[src/common/scm_consts.vh]
`ifndef SCM_CONSTS_VH
`define SCM_CONSTS_VH

// ----------------------------------------
// strap lane positions
// ----------------------------------------
`define SCM_CFG_WIDTH 20
`define SCM_CFG_REVERSE_BIT 2
`define SCM_CFG_PRIVACY_BIT 3
`define SCM_CFG_SPLIT_LO 5
`define SCM_CFG_SPLIT_HI 6

// ----------------------------------------
// split encodings
// ----------------------------------------
`define SCM_SPLIT_X8_2X4 2'h0
`define SCM_SPLIT_RSVD 2'h1
`define SCM_SPLIT_2X8 2'h2
`define SCM_SPLIT_X16 2'h3

// ----------------------------------------
// reset values and thermal trip threshold
// ----------------------------------------
`define SCM_CFG_RESET 20'hFFFFF
`define SCM_TRIP_TEMP_C 8'h82

`endif

[src/hw/scm_strap_config.v]
`timescale 1ns/10ps
`include "scm_consts.vh"
module scm_strap_config (
    // clock and reset
    input wire clk_in,
    input wire resetn_in,
    // pins from the board and companion chip
    input wire platform_resetn_in,
    input wire platform_power_sync_in,
    input wire [`SCM_CFG_WIDTH-1:0] cfg_strap_in,
    input wire [`SCM_CFG_WIDTH-1:0] cfg_strap_driven_in,
    // internal events
    input wire [7:0] junction_temp_in,
    input wire power_fault_in,
    input wire memory_reset_req_in,
    // decoded settings
    output reg lane_reverse_out,
    output reg debug_override_out,
    output reg [1:0] port_split_out,
    output reg split_reserved_out,
    output reg [`SCM_CFG_WIDTH-1:0] cfg_latched_out,
    // status pins
    output reg power_sync_out,
    output reg thermal_trip_out,
    output reg power_delivery_fault_out,
    output reg halt_execution_out,
    output reg memory_reset_out
);

// ----------------------------------------
// synchronisers
// ----------------------------------------
// every board pin crosses two flops before anything reads it
localparam [`SCM_CFG_WIDTH-1:0] CFG_RESET = `SCM_CFG_RESET;
localparam [`SCM_CFG_WIDTH-1:0] DRV_RESET = 20'h00000;

reg [`SCM_CFG_WIDTH-1:0] cfg_s1_q;
reg [`SCM_CFG_WIDTH-1:0] cfg_s2_q;
reg [`SCM_CFG_WIDTH-1:0] drv_s1_q;
reg [`SCM_CFG_WIDTH-1:0] drv_s2_q;
reg [1:0] prst_q;
reg [1:0] sync_q;
wire [`SCM_CFG_WIDTH-1:0] cfg_eff_d;
wire in_reset;

// ----------------------------------------
// decode helpers
// ----------------------------------------
// undriven lanes float high via on-die pull-up
function strap_level;
    input level;
    input driven;
    begin
        strap_level = level | ~driven;
    end
endfunction

// split code is read as one pair, upper lane the msb
function [1:0] split_code;
    input [`SCM_CFG_WIDTH-1:0] cfg;
    begin
        split_code = cfg[`SCM_CFG_SPLIT_HI:`SCM_CFG_SPLIT_LO];
    end
endfunction

function split_is_reserved;
    input [1:0] code;
    begin
        split_is_reserved = (code == `SCM_SPLIT_RSVD);
    end
endfunction

// ----------------------------------------
// per-lane strap synchronisers
// ----------------------------------------
// lanes settle independently; a lane caught mid-change only
// matters while platform reset is low, where it is re-read
genvar g;
generate
    for (g = 0; g < `SCM_CFG_WIDTH; g = g + 1) begin : g_lane
        always @(posedge clk_in) begin
            if (!resetn_in) begin
                cfg_s1_q[g] <= CFG_RESET[g];
                cfg_s2_q[g] <= CFG_RESET[g];
                drv_s1_q[g] <= DRV_RESET[g];
                drv_s2_q[g] <= DRV_RESET[g];
            end else begin
                cfg_s1_q[g] <= cfg_strap_in[g];
                cfg_s2_q[g] <= cfg_s1_q[g];
                drv_s1_q[g] <= cfg_strap_driven_in[g];
                drv_s2_q[g] <= drv_s1_q[g];
            end
        end

        assign cfg_eff_d[g] = strap_level(cfg_s2_q[g], drv_s2_q[g]);
    end
endgenerate

// ----------------------------------------
// platform pin synchronisers
// ----------------------------------------
// clearing to zero means local reset counts as platform reset for two cycles, while the strap
// flops still hold their reset values, so straps reload as SCM_CFG_RESET, not from the pins
always @(posedge clk_in) begin
    if (!resetn_in) begin
        prst_q <= 2'h0;
        sync_q <= 2'h0;
    end else begin
        prst_q <= {prst_q[0], platform_resetn_in};
        sync_q <= {sync_q[0], platform_power_sync_in};
    end
end

// companion chip owns the platform reset pin
assign in_reset = ~prst_q[1];

// ----------------------------------------
// strap capture and decode
// ----------------------------------------
reg [`SCM_CFG_WIDTH-1:0] cfg_latched_d;
reg lane_reverse_d;
reg debug_override_d;
reg [1:0] port_split_d;
reg split_reserved_d;

// tracking only while reset is low keeps settings stable at run time
always @* begin
    cfg_latched_d = cfg_latched_out;
    lane_reverse_d = lane_reverse_out;
    debug_override_d = debug_override_out;
    port_split_d = port_split_out;
    split_reserved_d = split_reserved_out;
    if (in_reset) begin
        cfg_latched_d = cfg_eff_d;
        lane_reverse_d = ~cfg_eff_d[`SCM_CFG_REVERSE_BIT];
        debug_override_d = ~cfg_eff_d[`SCM_CFG_PRIVACY_BIT];
        port_split_d = split_code(cfg_eff_d);
        split_reserved_d = split_is_reserved(split_code(cfg_eff_d));
    end
end

always @(posedge clk_in) begin
    if (!resetn_in) begin
        cfg_latched_out <= `SCM_CFG_RESET;
        lane_reverse_out <= 1'b0;
        debug_override_out <= 1'b0;
        port_split_out <= `SCM_SPLIT_X16;
        split_reserved_out <= 1'b0;
    end else begin
        cfg_latched_out <= cfg_latched_d;
        lane_reverse_out <= lane_reverse_d;
        debug_override_out <= debug_override_d;
        port_split_out <= port_split_d;
        split_reserved_out <= split_reserved_d;
    end
end

// ----------------------------------------
// thermal and power fault
// ----------------------------------------
reg over_temp_d;
reg trip_d;
reg fault_d;
reg mem_reset_d;

// trip is sticky until reset: the part has shut itself down
// power fault forces a trip so both pins read together
always @* begin
    over_temp_d = (junction_temp_in > `SCM_TRIP_TEMP_C);
    trip_d = thermal_trip_out | over_temp_d | power_fault_in;
    fault_d = power_delivery_fault_out | power_fault_in;
    mem_reset_d = in_reset | memory_reset_req_in;
end

// ----------------------------------------
// status registers
// ----------------------------------------
// memory reset comes up asserted so the drams stay quiet
// until platform reset has been seen high
always @(posedge clk_in) begin
    if (!resetn_in) begin
        thermal_trip_out <= 1'b0;
        halt_execution_out <= 1'b0;
        power_delivery_fault_out <= 1'b0;
        power_sync_out <= 1'b0;
        memory_reset_out <= 1'b1;
    end else begin
        thermal_trip_out <= trip_d;
        halt_execution_out <= trip_d;
        power_delivery_fault_out <= fault_d;
        power_sync_out <= sync_q[1];
        // one pin for all channels: no per-channel reset exists
        memory_reset_out <= mem_reset_d;
    end
end

endmodule // scm_strap_config

[config.mk]
export PLATFORM = sky130hd
export DESIGN_NAME = scm_strap_config
export DESIGN_NICKNAME = d
export VERILOG_FILES = /design/src/hw/scm_strap_config.v
export VERILOG_INCLUDE_DIRS = /design/src /design/src/common
export SDC_FILE = /design/constraint.sdc
export NUM_CORES = 1
export LEC_CHECK = 0
export BUFFER_PORTS_ARGS = -buffer_cell sky130_fd_sc_hd__buf_2
export CORE_MARGIN = 1
export CORE_UTILIZATION = 55
export DETAILED_ROUTE_END_ITERATION = 8
export PLACE_DENSITY_LB_ADDON = 0.12
export SLEW_MARGIN = 10
export SYNTH_ARGS = -nofsm -noshare
export SYNTH_HDL_FRONTEND = slang
export SYNTH_SLANG_ARGS = --single-unit
export TNS_END_PERCENT = 1
[constraint.sdc]
create_clock -name clk_in -period 1.8 [get_ports clk_in]
set_input_delay 0.36 -clock clk_in [delete_from_list [all_inputs] [get_ports clk_in]]
set_output_delay 0.36 -clock clk_in [all_outputs]
set_load 0.03 [all_outputs]
==> impl_results.md <==
- Ratio of cells with drive above 1 in the final layout: 27.2%
- Type of the worst setup path: flip-flop to output pin
- Initial core utilization: 58.8%
- N_diodes: 0
- Final Hold Vio Count: 0
- Post-Syn Area per Cell: 11.5 um2
- Met3 Usage GRT: 7.89%
- Cells on Worst Hold Path: 2
- Number of vias per cell after detailed routing: 4.55
- Violation count after the first detailed-routing iteration: 86
- Final wirelength: 4800 um
- Vias: 2,018
- Distinct cell type count after synthesis: 21
- # IOs: 84
- Power Density: 1040 nW/um2
- Pin count of the biggest net entering global routing: 112
- R2R cell count: 3
- Clock buffers created by TritonCTS: 9
- Routed length per placed instance: 10.8 um
- Setup tns final: 0 ns
- Die extent in y: 79.9 um
- Layer carrying the most global-route usage: met2
- Time the final worst path needs with I/O delays and setup: 1.29 ns
- Largest buffer count on any clock path: 2
- Clock skew after layout: 0.00777 ns
- IR Drop Worst-Case VDD: 710 uV
- Largest fanout on the critical path: 3
- Endpoint of the lowest-slack register-to-register path: cfg_latched_out[2]
- Category of the worst setup path launch point: flip-flop
- Master of the slowest instance on the critical path: sky130_fd_sc_hd__dfxtp_1
- EDFF count, synth: 0
- Cells resized by post-CTS repair: 0
- Max transition margin: 75.2%
- Transition time at the pin with the least slew margin: 0.372 ns
- Number of antenna violations at the first check in global routing: 0
- Pleak: 0.00159 uW
- Core Rows: 27
- Std-Cell Core Area: 5680 um2
- Share of the yosys chip area belonging to registers: 66.6%
- Postcts setup bufs: 0
- Share of flip-flops with an asynchronous set or reset after synthesis: 0%
- Global Route met2 Usage: 28.6%
- Global route total overflow: 0
- Clock tree from TritonCTS: built
- Mapped Nets: 344
- Flops & latches, synth: 111
- Placed instance area: 3760 um2
- Outcome: completed
- Crit path buffers/inverters: 1
- CP arrival: 0.93 ns
- DRT Pass-1 Iters: 4
- Die ar.: 6380 um2
- Final setup fails: 0
- Total global routing track utilization: 16.7%
- CTS clk-pin slew, worst paths: 0.10 ns
- Fin area: 3940 um2
- CP delay by family, top: flip-flops
- WHS Endpoint: cfg_s1_q[7]
- Longest individual stage delay on the worst path: 0.37 ns
- Type of destination of the critical path: output pin
- Fmax achieved: 777 MHz
- Number of warnings issued by yosys: 0
- Vias in the first global route: 1,873
- GR Layer Usage met1: 17.2%
- Number of fill cells in the layout: 467
- Area growth from synthesis to layout: 18.2%
- Number of standard cells after synthesis: 290
- Cell chain of the critical path: buf_2
- RSZ-0062 raised after global routing: false
- HPWL after DPL: 3110 um
- Hold_sp: cfg_strap_in[7]
- Max-slew violation count: 0
- Residual DRC: 0
- Req. time, crit path: 1.44 ns
- Clock latency at the later pin of the worst-skew pair: 0.35 ns
- Worst min path class: input port to flip-flop
- Synth cell count leaders: sky130_fd_sc_hd__dfxtp_1, sky130_fd_sc_hd__and2_1, sky130_fd_sc_hd__nand2b_1, sky130_fd_sc_hd__nor2b_1, sky130_fd_sc_hd__nor3b_1
- Cell area after synthesis: 3340 um2
- Largest cells by area after synthesis: sky130_fd_sc_hd__dfxtp_1, sky130_fd_sc_hd__and2_1, sky130_fd_sc_hd__nand2b_1
- Fraction of synthesized cell area taken by the top area cell type: 66.6%
- Count of buffers from port buffering: 83
- Antenna viol nets, final: 0
- Reg2reg start: prst_q[1]
- Clk Tree Root Cell: sky130_fd_sc_hd__clkbuf_8
- Hold-fix buffer count after cts: 0
- Die boundary width: 79.9 um
- Clock sink total: 111
- Part of the cycle the worst path needs: 71.5%
- Total of max-cap violations: 0
- Most area-hungry cell type in the Yosys netlist: sky130_fd_sc_hd__dfxtp_1
- Most instantiated library cell after synthesis: sky130_fd_sc_hd__dfxtp_1
- First-pass GRT wire length: 7820 um
- Setup slack on the worst flop-to-flop path: 0.78 ns
- Routability-driven placement congestion ratio: 0.674
- Synth Flop Type: sky130_fd_sc_hd__dfxtp_1
- # nets final: 421
- Number of H-tree branching levels: 3
## registers in the layout (all words and copies together) (netlist names)
signal                    cells
split_reserved_out            1
cfg_s2_q                     20
memory_reset_out              1
cfg_s1_q                     20
halt_execution_out            1
drv_s1_q                     20
debug_override_out            1
prst_q                        2
sync_q                        2
cfg_latched_out              19
port_split_out                1
power_delivery_fault_out      1
power_sync_out                1
lane_reverse_out              1
drv_s2_q                     20
## how the worst max path moves through the flow
stage | from | end | cells past startpoint
3_3_place_gp | junction_temp_in[6] | halt_execution_out | 4
5_1_grt | port_split_out[0] | cfg_latched_out[5] | 1
3_5_place_dp | junction_temp_in[6] | halt_execution_out | 4
2_1_floorplan | halt_execution_out | thermal_trip_out | 1
6_report | port_split_out[0] | cfg_latched_out[5] | 1
4_1_cts | port_split_out[0] | cfg_latched_out[5] | 1
## logic make-up after synthesis
logic type / after synthesis / synth area share [%]
and+or+nand+nor: 132 / 25.3
AOI/OAI and AO/OA: 26 / 4.24
muxes: 1 / 0.300
buffers and inverters: 20 / 3.53
DFF: 111 / 66.6
## layer usage
layer  up-vias  wire (um)  share of wire, %
met5         -          0                 0
met1       904       2030                42
li1       1060          -                 -
met2        49       2390                50
met4         0         60               1.3
met3         5        314               6.5
## area by class of cell
class	count	area, um2	area share [%]
Clock buffer	11	141	3.59
Clock inverter	5	42.5	1.08
Multi-Input combinational cell	159	996	25.3
Sequential cell	111	2220	56.4
Tap cell	72	90.1	2.28
Timing Repair Buffer	86	450	11.4
## layout by cell type, fill, tap and decap left out, types with 2 or more instances in the layout
cell,instances
sky130_fd_sc_hd__clkbuf_8,10
sky130_fd_sc_hd__a21oi_1,3
sky130_fd_sc_hd__o21ai_0,8
sky130_fd_sc_hd__buf_4,2
sky130_fd_sc_hd__nand2b_1,41
sky130_fd_sc_hd__o21ai_1,11
sky130_fd_sc_hd__buf_2,83
sky130_fd_sc_hd__dfxtp_1,111
sky130_fd_sc_hd__and2_1,46
sky130_fd_sc_hd__nor2b_1,23
sky130_fd_sc_hd__nor3b_1,18
sky130_fd_sc_hd__clkinv_4,3
sky130_fd_sc_hd__nand2_1,2
## per-stage QoR
step | setup WS (ns) | util [%] | cells | hold slack [ns] | power, uW
global placement | 0.640 | 66.2 | 428 | 0.389 | 2830
detailed placement | 0.613 | 66.2 | 428 | 0.393 | 2840
CTS | 0.488 | 69.5 | 444 | 0.161 | 4150
floorplan | 0.721 | - | 290 | 0.386 | 2760
global route | 0.446 | 69.5 | 444 | 0.155 | 4280
finish | 0.513 | 69.5 | 444 | 0.178 | 4090
## power by group
| part | internal [uW] | switching [uW] |
|---|---|---|
| Clock | 554 | 762 |
| Sequential | 2550 | 19.6 |
| Combinational | 111 | 94.3 |
| Total | 3210 | 876 |
(Power assumes the default switching activity.)
